[src/hw/port_pkg.sv]
// Purpose: constants and carriers for the port pin function mux
// Assumes: one 10 MHz clock, active-low asynchronous reset
// Notes on behaviour
// - port zero bit 0 is input only; bits 1..3 bidirectional, per-bit direction
// - each bidirectional input bit has a software pull-up enable
// - after reset every pin is an input, alternate outputs included
// - port one is eight bits, each bit doubles as an analog channel
// - analog use needs input mode; device drops pull-ups on analog pins
// - port zero bits 1..3 are edge-selectable external interrupt inputs
// - port three bit 5 carries clock output, bit 6 buzzer output
// - port seven: bit 0 serial in, bit 1 serial out, bit 2 serial clock
// - three-wire mode: port seven bit 2 clock is input or output
// - asynchronous mode: port seven bit 2 is only a baud clock input
// - port ten bits are timer count inputs or timer outputs
package port_pkg;
    localparam int P0_W = 4;
    localparam int P8_W = 8;
    localparam int P7_W = 3;
    localparam int P10_W = 2;
    localparam int IRQ_W = 3;
    localparam int P3_CLK_BIT = 5;
    localparam int P3_BUZ_BIT = 6;
    localparam int P7_SIN_BIT = 0;
    localparam int P7_SOUT_BIT = 1;
    localparam int P7_SCK_BIT = 2;
    localparam logic [7:0] DIR_IN_RST = 8'h00;
    localparam logic [7:0] LATCH_RST = 8'h00;
    localparam logic [7:0] PULL_RST = 8'h00;
    localparam logic [1:0] EDGE_RISE = 2'h1;
    localparam logic [1:0] EDGE_FALL = 2'h2;
    localparam logic [1:0] EDGE_BOTH = 2'h3;

    // software view of one port: latch, direction (1=output), pull-up enable
    typedef struct packed {
        logic [7:0] latch;
        logic [7:0] out_en;
        logic [7:0] pull_en;
    } port_ctrl_type;

    // pin face of one port
    typedef struct packed {
        logic [7:0] out;
        logic [7:0] oe;
        logic [7:0] pull;
    } port_drive_type;

    typedef enum logic {SER_THREE_WIRE, SER_ASYNC} serial_mode_type;
endpackage

[src/hw/port_bit_group.sv]
// Purpose: synchronise pins and form drive for one port of up to eight bits
// Assumes: direction bit high means output
// Notes: pull-up only applies to bits that are inputs
`timescale 1ns/1ns
`default_nettype none
module port_bit_group #(
    parameter int WIDTH = 8
) (
    input wire logic i_clk,
    input wire logic i_rst_n,
    input wire port_pkg::port_ctrl_type i_ctrl,
    input wire logic [7:0] i_alt_oe,
    input wire logic [7:0] i_alt_out,
    input wire logic [7:0] i_pull_block,
    input wire logic [7:0] i_pin,
    output port_pkg::port_drive_type o_drive,
    output logic [7:0] o_read
);
    import port_pkg::*;
    logic [7:0] meta_q;
    logic [7:0] sync_q;
    logic [7:0] mask;
    // low WIDTH bits set; bits above the port never drive, pull or read
    assign mask = 8'(16'h00ff >> (P8_W - WIDTH));

    always_ff @(posedge i_clk or negedge i_rst_n) begin
        if (!i_rst_n) begin
            meta_q <= LATCH_RST;
            sync_q <= LATCH_RST;
        end else begin
            meta_q <= i_pin;
            sync_q <= meta_q;
        end
    end

    always_ff @(posedge i_clk or negedge i_rst_n) begin
        if (!i_rst_n) begin
            o_drive <= '0;
            o_read <= LATCH_RST;
        end else begin
            o_drive.oe <= (i_ctrl.out_en | i_alt_oe) & mask;
            o_drive.out <= ((i_ctrl.latch & ~i_alt_oe) | (i_alt_out & i_alt_oe)) & mask;
            o_drive.pull <= i_ctrl.pull_en & ~i_ctrl.out_en & ~i_alt_oe & ~i_pull_block & mask;
            o_read <= ((i_ctrl.out_en & i_ctrl.latch) | (~i_ctrl.out_en & sync_q)) & mask;
        end
    end

    pull_input_only_a: assert property (@(posedge i_clk) disable iff (!i_rst_n)
        (o_drive.pull & o_drive.oe) == 8'h00)
        else $error("pull-up active on a driven bit");
endmodule // port_bit_group
`default_nettype wire

[src/hw/port_pin_function_mux.sv]
// Purpose: parallel port pin control with alternate function sharing
// Assumes: peripherals on the same clock; pins are asynchronous
// Notes: all ports come out of reset as inputs with pull-ups off
`timescale 1ns/1ns
`default_nettype none
module port_pin_function_mux (
    input wire logic i_clk,
    input wire logic i_rst_n,
    input wire port_pkg::port_ctrl_type i_p0_ctrl,
    input wire port_pkg::port_ctrl_type i_p1_ctrl,
    input wire port_pkg::port_ctrl_type i_p3_ctrl,
    input wire port_pkg::port_ctrl_type i_p5_ctrl,
    input wire port_pkg::port_ctrl_type i_p7_ctrl,
    input wire port_pkg::port_ctrl_type i_p10_ctrl,
    input wire logic [7:0] i_p0_pin,
    input wire logic [7:0] i_p1_pin,
    input wire logic [7:0] i_p3_pin,
    input wire logic [7:0] i_p5_pin,
    input wire logic [7:0] i_p7_pin,
    input wire logic [7:0] i_p10_pin,
    input wire logic [7:0] i_analog_sel,
    input wire logic [5:0] i_irq_edge_sel,
    input wire logic i_clk_out_en,
    input wire logic i_clk_out_val,
    input wire logic i_buzzer_en,
    input wire logic i_buzzer_val,
    input wire port_pkg::serial_mode_type i_serial_mode,
    input wire logic i_serial_en,
    input wire logic i_serial_data_out,
    input wire logic i_serial_clk_master,
    input wire logic i_serial_clk_out,
    input wire logic [1:0] i_timer_out_en,
    input wire logic [1:0] i_timer_out_val,
    output port_pkg::port_drive_type o_p0_drive,
    output port_pkg::port_drive_type o_p1_drive,
    output port_pkg::port_drive_type o_p3_drive,
    output port_pkg::port_drive_type o_p5_drive,
    output port_pkg::port_drive_type o_p7_drive,
    output port_pkg::port_drive_type o_p10_drive,
    output logic [7:0] o_p0_read,
    output logic [7:0] o_p1_read,
    output logic [7:0] o_p3_read,
    output logic [7:0] o_p5_read,
    output logic [7:0] o_p7_read,
    output logic [7:0] o_p10_read,
    output logic [2:0] o_ext_irq_pulse,
    output logic o_sync_serial_data_in,
    output logic o_sync_serial_clock,
    output logic o_async_baud_clock_in,
    output logic [1:0] o_timer_count_in,
    output logic [7:0] o_analog_channel_inputs
);
    import port_pkg::*;

    logic rst_meta_q;
    logic rst_n_q;
    always_ff @(posedge i_clk or negedge i_rst_n) begin
        if (!i_rst_n) begin
            rst_meta_q <= 1'b0;
            rst_n_q <= 1'b0;
        end else begin
            rst_meta_q <= 1'b1;
            rst_n_q <= rst_meta_q;
        end
    end

    function automatic logic edge_hit(input logic [1:0] sel, input logic prev, input logic cur);
        edge_hit = ((sel == EDGE_RISE || sel == EDGE_BOTH) && !prev && cur)
            || ((sel == EDGE_FALL || sel == EDGE_BOTH) && prev && !cur);
    endfunction

    port_ctrl_type p0_ctrl;
    port_ctrl_type p1_ctrl;
    port_ctrl_type p7_ctrl;
    logic [7:0] p3_alt_oe;
    logic [7:0] p3_alt_out;
    logic [7:0] p7_alt_oe;
    logic [7:0] p7_alt_out;
    logic [7:0] p10_alt_oe;
    logic [7:0] p10_alt_out;
    logic three_wire_master;

    // bit 0 never drives and has no pull-up
    always_comb begin
        p0_ctrl = i_p0_ctrl;
        p0_ctrl.out_en[0] = 1'b0;
        p0_ctrl.pull_en[0] = 1'b0;
    end

    // analog bits forced to input so the converter sees the pin undriven
    always_comb begin
        p1_ctrl = i_p1_ctrl;
        p1_ctrl.out_en = i_p1_ctrl.out_en & ~i_analog_sel;
    end

    assign three_wire_master = i_serial_en && i_serial_mode == SER_THREE_WIRE
        && i_serial_clk_master;

    // async mode must never let software drive the baud clock pin
    always_comb begin
        p7_ctrl = i_p7_ctrl;
        if (i_serial_en && i_serial_mode == SER_ASYNC) begin
            p7_ctrl.out_en[P7_SCK_BIT] = 1'b0;
        end
    end

    always_comb begin
        p3_alt_oe = 8'h00;
        p3_alt_out = 8'h00;
        p3_alt_oe[P3_CLK_BIT] = i_clk_out_en;
        p3_alt_out[P3_CLK_BIT] = i_clk_out_val;
        p3_alt_oe[P3_BUZ_BIT] = i_buzzer_en;
        p3_alt_out[P3_BUZ_BIT] = i_buzzer_val;
        p7_alt_oe = 8'h00;
        p7_alt_out = 8'h00;
        p7_alt_oe[P7_SOUT_BIT] = i_serial_en;
        p7_alt_out[P7_SOUT_BIT] = i_serial_data_out;
        p7_alt_oe[P7_SCK_BIT] = three_wire_master;
        p7_alt_out[P7_SCK_BIT] = i_serial_clk_out;
        p10_alt_oe = {6'h00, i_timer_out_en};
        p10_alt_out = {6'h00, i_timer_out_val};
    end

    port_bit_group #(.WIDTH(P0_W)) u_p0 (.i_clk(i_clk), .i_rst_n(rst_n_q), .i_ctrl(p0_ctrl),
        .i_alt_oe(8'h00), .i_alt_out(8'h00), .i_pull_block(8'h00), .i_pin(i_p0_pin),
        .o_drive(o_p0_drive), .o_read(o_p0_read));
    port_bit_group #(.WIDTH(P8_W)) u_p1 (.i_clk(i_clk), .i_rst_n(rst_n_q), .i_ctrl(p1_ctrl),
        .i_alt_oe(8'h00), .i_alt_out(8'h00), .i_pull_block(i_analog_sel),
        .i_pin(i_p1_pin), .o_drive(o_p1_drive), .o_read(o_p1_read));
    port_bit_group #(.WIDTH(P8_W)) u_p3 (.i_clk(i_clk), .i_rst_n(rst_n_q), .i_ctrl(i_p3_ctrl),
        .i_alt_oe(p3_alt_oe), .i_alt_out(p3_alt_out), .i_pull_block(8'h00),
        .i_pin(i_p3_pin), .o_drive(o_p3_drive), .o_read(o_p3_read));
    port_bit_group #(.WIDTH(P8_W)) u_p5 (.i_clk(i_clk), .i_rst_n(rst_n_q), .i_ctrl(i_p5_ctrl),
        .i_alt_oe(8'h00), .i_alt_out(8'h00), .i_pull_block(8'h00),
        .i_pin(i_p5_pin), .o_drive(o_p5_drive), .o_read(o_p5_read));
    port_bit_group #(.WIDTH(P7_W)) u_p7 (.i_clk(i_clk), .i_rst_n(rst_n_q), .i_ctrl(p7_ctrl),
        .i_alt_oe(p7_alt_oe), .i_alt_out(p7_alt_out), .i_pull_block(8'h00),
        .i_pin(i_p7_pin), .o_drive(o_p7_drive), .o_read(o_p7_read));
    port_bit_group #(.WIDTH(P10_W)) u_p10 (.i_clk(i_clk), .i_rst_n(rst_n_q), .i_ctrl(i_p10_ctrl),
        .i_alt_oe(p10_alt_oe), .i_alt_out(p10_alt_out), .i_pull_block(8'h00),
        .i_pin(i_p10_pin), .o_drive(o_p10_drive), .o_read(o_p10_read));

    // alternate inputs from their own two-stage synchronisers
    logic [2:0] irq_meta_q;
    logic [2:0] irq_sync_q;
    logic [2:0] irq_prev_q;
    logic [3:0] alt_meta_q;
    logic [3:0] alt_sync_q;
    logic [7:0] ana_meta_q;
    logic [7:0] ana_sync_q;
    always_ff @(posedge i_clk or negedge rst_n_q) begin
        if (!rst_n_q) begin
            irq_meta_q <= 3'h0;
            irq_sync_q <= 3'h0;
            irq_prev_q <= 3'h0;
        end else begin
            irq_meta_q <= i_p0_pin[IRQ_W:1];
            irq_sync_q <= irq_meta_q;
            irq_prev_q <= irq_sync_q;
        end
    end

    always_ff @(posedge i_clk or negedge rst_n_q) begin
        if (!rst_n_q) begin
            o_ext_irq_pulse <= 3'h0;
        end else begin
            for (int k = 0; k < IRQ_W; k++) begin
                o_ext_irq_pulse[k] <= edge_hit(i_irq_edge_sel[2*k +: 2], irq_prev_q[k],
                    irq_sync_q[k]);
            end
        end
    end

    always_ff @(posedge i_clk or negedge rst_n_q) begin
        if (!rst_n_q) begin
            alt_meta_q <= 4'h0;
            alt_sync_q <= 4'h0;
            ana_meta_q <= 8'h00;
            ana_sync_q <= 8'h00;
            o_analog_channel_inputs <= 8'h00;
            o_sync_serial_data_in <= 1'b0;
            o_sync_serial_clock <= 1'b0;
            o_async_baud_clock_in <= 1'b0;
            o_timer_count_in <= 2'h0;
        end else begin
            // shared clock pin synchronised once for both serial modes
            alt_meta_q <= {i_p10_pin[1:0], i_p7_pin[P7_SCK_BIT], i_p7_pin[P7_SIN_BIT]};
            alt_sync_q <= alt_meta_q;
            // select applied after the second flop so no logic reads a raw pin
            ana_meta_q <= i_p1_pin;
            ana_sync_q <= ana_meta_q;
            o_analog_channel_inputs <= ana_sync_q & i_analog_sel;
            o_sync_serial_data_in <= alt_sync_q[0];
            // in master mode the clock seen internally is our own
            o_sync_serial_clock <= three_wire_master ? i_serial_clk_out : alt_sync_q[1];
            o_async_baud_clock_in <= (i_serial_mode == SER_ASYNC) & alt_sync_q[1];
            o_timer_count_in <= alt_sync_q[3:2] & ~i_timer_out_en;
        end
    end

    after_reset_input_a: assert property (@(posedge i_clk)
        $rose(rst_n_q) |-> (o_p3_drive.oe == 8'h00 && o_p7_drive.oe == 8'h00
        && o_p10_drive.oe == 8'h00 && o_p0_drive.oe == 8'h00
        && o_p1_drive.oe == 8'h00 && o_p5_drive.oe == 8'h00))
        else $error("pin driven right after reset");
    p0_bit0_input_a: assert property (@(posedge i_clk) disable iff (!rst_n_q)
        !o_p0_drive.oe[0] && !o_p0_drive.pull[0])
        else $error("input-only bit driven or pulled");
    analog_no_pull_a: assert property (@(posedge i_clk) disable iff (!rst_n_q)
        $stable(i_analog_sel) && $stable(i_p1_ctrl) |=> ((o_p1_drive.pull | o_p1_drive.oe)
        & $past(i_analog_sel)) == 8'h00)
        else $error("analog pin pulled or driven");
    async_sck_input_a: assert property (@(posedge i_clk) disable iff (!rst_n_q)
        i_serial_en && i_serial_mode == SER_ASYNC ##1 i_serial_en && i_serial_mode == SER_ASYNC
        |-> !o_p7_drive.oe[P7_SCK_BIT])
        else $error("baud clock pin driven in async mode");
    buzzer_route_a: assert property (@(posedge i_clk) disable iff (!rst_n_q)
        i_buzzer_en |=> o_p3_drive.oe[P3_BUZ_BIT] && o_p3_drive.out[P3_BUZ_BIT]
        == $past(i_buzzer_val))
        else $error("buzzer not routed to port three bit six");
    sck_master_out_a: assert property (@(posedge i_clk) disable iff (!rst_n_q)
        three_wire_master |=> o_p7_drive.oe[P7_SCK_BIT])
        else $error("three-wire master clock not driven");
    timer_out_a: assert property (@(posedge i_clk) disable iff (!rst_n_q)
        i_timer_out_en[0] |=> o_p10_drive.oe[0]
        && o_p10_drive.out[0] == $past(i_timer_out_val[0]))
        else $error("timer output not on port ten");
    irq_rise_a: assert property (@(posedge i_clk) disable iff (!rst_n_q)
        i_irq_edge_sel[1:0] == EDGE_RISE && irq_sync_q[0] && !irq_prev_q[0]
        |=> o_ext_irq_pulse[0])
        else $error("rising edge missed on interrupt input");
    readback_out_a: assert property (@(posedge i_clk) disable iff (!rst_n_q)
        i_p5_ctrl.out_en[3] |=> o_p5_read[3] == $past(i_p5_ctrl.latch[3]))
        else $error("output bit reads back wrong value");
endmodule // port_pin_function_mux
`default_nettype wire

[config.mk]
export PLATFORM = sky130hd
export DESIGN_NAME = port_pin_function_mux
export DESIGN_NICKNAME = d
export VERILOG_FILES = /design/src/hw/port_pkg.sv /design/src/hw/port_bit_group.sv /design/src/hw/port_pin_function_mux.sv
export SDC_FILE = /design/constraint.sdc
export NUM_CORES = 1
export LEC_CHECK = 0
export BUFFER_PORTS_ARGS = -buffer_cell sky130_fd_sc_hd__buf_2
export CELL_PAD_IN_SITES_DETAIL_PLACEMENT = 0
export CELL_PAD_IN_SITES_GLOBAL_PLACEMENT = 1
export CORE_AREA = 4 4 165 167
export DETAILED_ROUTE_END_ITERATION = 8
export DIE_AREA = 0 0 169 171
export PLACE_DENSITY = 0.76
export SYNTH_ARGS = -nofsm -noshare
export SYNTH_HDL_FRONTEND = slang
export SYNTH_HIERARCHICAL = 1
export SYNTH_SLANG_ARGS = --single-unit
[constraint.sdc]
create_clock -name i_clk -period 8.1 [get_ports i_clk]
set_input_delay 0.405 -clock i_clk [delete_from_list [all_inputs] [get_ports i_clk]]
set_output_delay 0.405 -clock i_clk [all_outputs]
set_load 0.01 [all_outputs]
==> metrics.md, run 1 <==
| Metric | Value |
|---|---|
| Status | `finished, final reports clean` |
| WP data required | `8.68 ns` |
| Post-synthesis cell area | `8610 sq um` |
| Worst-margin pin slew | `0.868 ns` |
| Clock tree root buffer cell | `clkbuf_16` |
| Post-DP HPWL | `13.9 mm` |
| Drt first pass iters | `4` |
| CTS clk-pin slew, worst paths | `0.06 ns` |
| CP max-delay cell | `dfrtp_4` |
| Final hold violations | `0` |
| Final core utilization | `0.466` |
| Via count | `5053` |
| CTS H-tree lvls | `1` |
| Wire per inst | `13.6 microns` |
| Top cells by area, synth | `dfrtp_1 72%, mux2_4 12%, nor4b_2 5.8%` |
| Flops & latches, synth | `249` |
| Most frequent CP cell | `buf_4` |
| Post-CTS Setup Bufs | `0` |
| Max VDD drop | `136 uV` |
| Most common cell after layout, fill and taps aside | `buf_2` |
| Fmax | `0.430 GHz` |
| R2r endpoint | `u_p5/o_drive[8]$_DFF_PN0_` |
| Clock sink total | `249` |
| First-pass GRT wire length | `28.0 mm` |
| GR Overflow Total | `0` |
| Worst-case clock buffer depth | `3` |
| Post-DRT Antenna Nets | `0` |
| Remaining DRCs | `0` |
| Setup Skew | `0.0102 ns` |
| # rows | `59` |
| Total wire length | `18.2 mm` |
| Critical path's top delay family | `buffers and inverters` |
| GPL Wtd Cong | `0.750` |
| Initial Utilization | `0.334` |
| Max-Slew Margin vs Limit | `0.421` |
| Tcrit/Tclk final | `0.287` |
| Share of the synthesized area in the top cell type | `0.724` |
| Nets | `1203` |
| RSZ-0062 raised after global routing | `no` |
| Core region area | `25800 sq um` |
| Slew Viols, Final | `0` |
| Most frequent cells in the layout | `306 x buf_2, 248 x dfrtp_1, 198 x conb_1, 67 x mux2_4` |
| Initial antenna violation count | `1` |
| Area after DPL | `10900 sq um` |
| Synth Instances | `478` |
| Synth warn | `6` |
| Die span in y | `171 microns` |
| Setup TNS | `0 ns` |
| Reg-to-reg startpoint | `rst_n_q$_DFF_PN0_` |
| Cell count of the worst reg-to-reg path | `2` |
| Buf/Inv on CP | `2` |
| Vias in the first global route | `5357` |
| Cell count after placement | `1255` |
| Chip width | `169 microns` |
| Top cell type by total area after synthesis | `dfrtp_1` |
| Die area | `28900 sq um` |
| Critical Path Start Type | `flop` |
| Worst Hold End | `u_p0/meta_q[3]$_DFF_PN0_` |
| Avg Inst Size Synth | `18.0 sq um` |
| Crit-path cells | `buf_4 -> buf_4` |
| Final min period | `2.32 ns` |
| Port Buffers | `306` |
| Crit-path max FO | `66` |
| Worst Hold Class | `in2reg` |
| Share of layout cells above drive strength 1 | `0.449` |
| CTS tree | `done` |
| Worst setup path class | `reg2async` |
| Vias per cell | `3.79` |
| Hold wc startpoint | `i_p0_pin[3]` |
| FILL cells | `2314` |
| Area Overhead vs Synth | `39.6%` |
| 1st-iter DRT viols | `206` |
| Clock latency on the worst-skew pair | `0.51 ns` |
| Largest net degree at the start of global routing | `73` |
| CP Depth | `2` |
| Total Routing Usage GR | `0.122` |
| Yosys cell types | `15` |
| CP peak stage delay | `0.94 ns` |
| Final instance area | `12000 sq um` |
| Setup crit end kind | `asynchronous set/reset pin` |
| MaxCap Viol Count | `0` |
| Critical Path AT | `2.90 ns` |
| Non-filler instance count after layout | `1335` |
| Worst Hold Depth | `1` |
| R2R setup slack | `5.78 ns` |
| Pwr dens | `226 nW/um^2` |
| CTS buffer count | `27` |
| Leak Pwr | `6.17 nW` |
| Post-synthesis sequential area ratio | `0.724` |
| Final setup vio count | `0` |
| I/O pin cnt | `429` |
## worst max-delay path by stage
stage	start	to
floorplan	rst_n_q$_DFF_PN0_	alt_meta_q[0]$_DFF_PN0_
global placement	rst_n_q$_DFF_PN0_	u_p5/o_drive[3]$_DFF_PN0_
detailed placement	rst_n_q$_DFF_PN0_	u_p3/sync_q[0]$_DFF_PN0_
CTS	rst_n_q$_DFF_PN0_	u_p5/o_drive[0]$_DFF_PN0_
global route	rst_n_q$_DFF_PN0_	u_p5/o_drive[8]$_DFF_PN0_
finish	rst_n_q$_DFF_PN0_	u_p5/o_drive[8]$_DFF_PN0_
## cell type report
cell class / instances / area, sq um / area share
flip-flops and latches: 249 / 6230 / 0.519
multi-input cells: 361 / 2650 / 0.220
repair buffers: 342 / 1880 / 0.157
clock buffers: 40 / 764 / 0.0636
well taps: 335 / 419 / 0.0349
clock inverters: 6 / 58.8 / 0.00489
inverters: 1 / 3.75 / 0.000312
diodes: 1 / 2.50 / 0.000208
## cells by family after synthesis
family | synth area share
buffers and inverters | 0.0528
other | 0.00218
DFF | 0.724
and+or+nand+nor | 0.102
muxes | 0.117
AOI/OAI and AO/OA | 0.00262
## synthesized netlist by cell type (all sizes together)
library cell and instances:
dfrtp 249, mux2 67, buf 60, nor4b 33, or2 33, nor2b 10, and2 9, conb 5
nand3b 4, nand2 3, o21ai 3, a21boi 1, inv 1
## per-stage QoR
| step | total power [mW] | hold slack (ns) | setup WS (ns) |
|---|---|---|---|
| floorplan | 1.50 | 0.109 | 0.647 |
| global placement | 1.59 | 0.201 | 5.63 |
| detailed placement | 1.60 | 0.203 | 5.62 |
| CTS | 2.77 | 0.0189 | 5.61 |
| global route | 2.85 | 0.0103 | 5.36 |
| finish | 2.72 | 0.0391 | 5.78 |
## layer usage
| metal | GRT usage | vias up | routed length [microns] |
|---|---|---|---|
| met5 | 0 | - | 0 |
| met4 | 0.0312 | 0 | 304 |
| met3 | 0.0455 | 25 | 2140 |
| met2 | 0.221 | 258 | 9390 |
| met1 | 0.135 | 2421 | 6380 |
| li1 | - | 2349 | - |
## sequential cells by signal (all words and copies together), names as in the netlist, 6 cells and up
name,cells
ana_meta_q,8
ana_sync_q,8
o_analog_channel_inputs,8
u_p0/o_drive,12
u_p1/meta_q,8
u_p1/o_drive,24
u_p1/o_read,8
u_p1/sync_q,8
u_p10/o_drive,6
u_p3/meta_q,8
u_p3/o_drive,24
u_p3/o_read,8
u_p3/sync_q,8
u_p5/meta_q,8
u_p5/o_drive,24
u_p5/o_read,8
u_p5/sync_q,8
u_p7/o_drive,9
## timing repair
action | in CTS | in global routing
hold endpoints to repair | 48 | 0
resized for setup | 0 | 0
endpoints found under the setup margin | 0 | 0
hold buffers | 33 | 0
## power by group
part           leakage, nW  total [mW]  internal (mW)  switching (mW)
logic                 2.82       0.249          0.121           0.128
clock network        0.406        1.14          0.679           0.458
registers             2.95        1.33           1.31          0.0223
total                 6.17        2.72           2.11           0.608
Power figures use the tool's default switching activity.
==> run 2, diff against run 1 <==
--- a/config.mk
+++ b/config.mk
@@ -5,13 +5,14 @@
 export SDC_FILE = /design/constraint.sdc
 export NUM_CORES = 1
 export LEC_CHECK = 0
+export ABC_AREA = 1
 export BUFFER_PORTS_ARGS = -buffer_cell sky130_fd_sc_hd__buf_2
 export CELL_PAD_IN_SITES_DETAIL_PLACEMENT = 0
 export CELL_PAD_IN_SITES_GLOBAL_PLACEMENT = 1
-export CORE_AREA = 4 4 165 167
+export CORE_MARGIN = 4
+export CORE_UTILIZATION = 35
 export DETAILED_ROUTE_END_ITERATION = 8
-export DIE_AREA = 0 0 169 171
-export PLACE_DENSITY = 0.76
+export PLACE_DENSITY = 0.82
 export SYNTH_ARGS = -nofsm -noshare
 export SYNTH_HDL_FRONTEND = slang
 export SYNTH_HIERARCHICAL = 1
==> constraint.sdc (replaced) <==
create_clock -name i_clk -period 2.4 [get_ports i_clk]
set_input_delay 0.12 -clock i_clk [delete_from_list [all_inputs] [get_ports i_clk]]
set_output_delay 0.12 -clock i_clk [all_outputs]
set_load 0.01 [all_outputs]
==> metrics.md, run 2 <==
| Metric | Value |
|---|---|
| Share of layout cells above drive strength 1 | `0.344` |
| Final hold violations | `0` |
| First-pass GRT wire length | `34.0 mm` |
| Most common cell in the synthesized netlist | `dfrtp_1` |
| Post-CTS Setup Bufs | `0` |
| Most frequent cells in the layout | `306 x buf_2, 248 x dfrtp_1, 245 x nand2_1, 193 x dlygate4sd3_1, 170 x conb_1` |
| Crit-path cells | `dlygate4sd3_1 -> buf_2 -> inv_2 -> nand3_2 -> inv_1 -> nand2_1 -> dlygate4sd3_1 -> nand2_1 -> dlygate4sd3_1` |
| GR Overflow Total | `0` |
| FFs w/ async S/R, synth | `1.00` |
| Initial antenna violation count | `0` |
| Vias per cell | `3.78` |
| Status | `finished, final reports clean` |
| Worst-case clock buffer depth | `3` |
| Slew Viols, Final | `0` |
| Max-Slew Margin vs Limit | `0.534` |
| Port Buffers | `306` |
| Vias in the first global route | `7019` |
| CTS clk-pin slew, worst paths | `0.06 ns` |
| Pwr dens | `707 nW/um^2` |
| CTS H-tree lvls | `1` |
| Worst setup path class | `in2reg` |
| Top cells by area, synth | `dfrtp_1 70%, nand2_1 10%, buf_4 5.0%` |
| Die span in y | `168 microns` |
| Post-synth EDFFs | `0` |
| # rows | `58` |
| Post-synthesis sequential area ratio | `0.699` |
| CTS buffer count | `26` |
| Remaining DRCs | `0` |
| Synth warn | `6` |
| Post-synthesis cell area | `8920 sq um` |
| Post-DRT Antenna Nets | `0` |
| Total wire length | `21.0 mm` |
| Initial Utilization | `0.355` |
| WP data required | `2.86 ns` |
| Die area | `28100 sq um` |
| Max VDD drop | `509 uV` |
| Setup Skew | `0.00554 ns` |
| N_diodes | `0` |
| Yosys cell types | `13` |
| Total power | `9.91 mW` |
| Clock tree root buffer cell | `clkbuf_16` |
| Most frequent CP cell | `dlygate4sd3_1` |
| CP peak stage delay | `0.56 ns` |
| Biggest regs | `u_p1/o_drive x24, u_p3/o_drive x24, u_p5/o_drive x24` |
| Worst-margin pin slew | `0.699 ns` |
| Share of the synthesized area in the top cell type | `0.699` |
| Final setup vio count | `0` |
| Area Overhead vs Synth | `57.1%` |
| Crit-path max FO | `3` |
| Chip width | `168 microns` |
| RSZ-0062 raised after global routing | `no` |
| Drt first pass iters | `4` |
| Final core utilization | `0.558` |
| Critical Path Start Type | `primary input` |
| Flops & latches, synth | `249` |
| Synth Instances | `764` |
| Wire per inst | `12.0 microns` |
| Nets | `1624` |
| Final min period | `1.80 ns` |
| Worst Hold Class | `in2reg` |
| Top cell type by total area after synthesis | `dfrtp_1` |
| Clock sink total | `249` |
| Avg Inst Size Synth | `11.7 sq um` |
| GPL Wtd Cong | `0.783` |
| 1st-iter DRT viols | `287` |
| CP max-delay cell | `dlygate4sd3_1` |
| MaxCap Viol Count | `0` |
| Core region area | `25100 sq um` |
| Post-DP HPWL | `14.5 mm` |
| Critical Path AT | `2.26 ns` |
| Tcrit/Tclk final | `0.751` |
| Largest net degree at the start of global routing | `57` |
| I/O pin cnt | `429` |
| Leak Pwr | `7.38 nW` |
| CTS tree | `done` |
| Cell count after placement | `1512` |
| Most common cell after layout, fill and taps aside | `buf_2` |
| Non-filler instance count after layout | `1753` |
| Clock latency on the worst-skew pair | `0.52 ns` |
| Setup crit end kind | `flop` |
| Via count | `6623` |
| Post-synth top cells | `249 x dfrtp_1, 245 x nand2_1, 67 x inv_2` |
| Main synth FF type | `dfrtp_1` |
| Total Routing Usage GR | `0.148` |
| Fmax | `0.555 GHz` |
run 2: cell types whose count changed after synthesis, moves of 8 or more:
cell	before	now
nand2_1	3	245
inv_2	0	67
mux2_4	67	0
inv_1	1	53
nand2_4	0	33
nor2_4	0	33
nor4b_2	33	0
or2_1	33	0
nor2_1	0	10
nor2b_1	10	0
and2_1	8	0
run 2: critical path, delay by kind of cell:
| kind | cells | cell delay [ns] |
|---|---|---|
| buf+inv | 6 | 1.93 |
| simple gates | 3 | 0.21 |
run 2: routing by layer:
layer  vias up  share of wire  track usage
met2       280           0.52        0.269
met5         -              0            0
met4         0          0.050       0.0674
li1       3263              -            -
met3        68          0.075       0.0349
met1      3012           0.36        0.164
run 2: through the flow:
stage / area (sq um) / worst slack (ns) / TNS, ns / hold slack, ns
finish: 14000 / 0.598 / 0 / 0.0653
global route: 14000 / 0.531 / 0 / 0.0811
CTS: 14000 / 0.698 / 0 / 0.00200
detailed placement: 11100 / 1.20 / 0 / -0.0926
global placement: 11100 / 1.22 / 0 / -0.0943
floorplan: 9540 / -0.104 / -25.66 / -0.176
run 2: cell families after synthesis:
logic type / after synthesis / synth area share
buffers and inverters: 180 / 0.101
flip-flops: 249 / 0.699
AO/OA/AOI/OAI: 1 / 0.000842
AND/OR/NAND/NOR: 329 / 0.198
other: 5 / 0.00210
run 2: report_power, final:
part           internal (mW)  switching, mW  total [mW]  leakage, nW
Combinational          0.530          0.591        1.12         3.95
Sequential              4.43         0.0792        4.51         2.97
Clock                   2.72           1.56        4.28        0.464
run 2: worst paths after layout:
| kind | from | end | slack [ns] | cells past startpoint |
|---|---|---|---|---|
| worst max-delay path | i_serial_mode | u_p7/o_drive[18]$_DFF_PN0_ | 0.60 | 9 |
| worst min-delay path | i_serial_en | u_p7/o_drive[10]$_DFF_PN0_ | 0.07 | 5 |
| worst max register to register | irq_sync_q[0]$_DFF_PN0_ | o_ext_irq_pulse[0]$_DFF_PN0_ | 1.20 | 3 |
| worst min register to register | irq_meta_q[2]$_DFF_PN0_ | irq_sync_q[2]$_DFF_PN0_ | 0.34 | 0 |
| max in group asynchronous | rst_n_q$_DFF_PN0_ | u_p5/o_drive[7]$_DFF_PN0_ | 1.27 | 1 |
| min in group asynchronous | rst_n_q$_DFF_PN0_ | u_p5/o_read[0]$_DFF_PN0_ | 0.39 | 0 |
run 2: what timing repair did:
item	4_1_cts	5_1_grt
endpoints found under the setup margin	0	0
hold buffers	193	0
hold endpoints to repair	194	0
resized for setup	0	0
run 2: layout make-up:
| type | count | area (sq um) |
|---|---|---|
| multi-input combinational | 500 | 2410 |
| clock inverter | 10 | 186 |
| clock buffer | 38 | 756 |
| tap | 330 | 413 |
| sequential | 249 | 6230 |
| inverter | 120 | 450 |
| timing repair buffer | 506 | 3570 |
| fill | 2080 | 11100 |
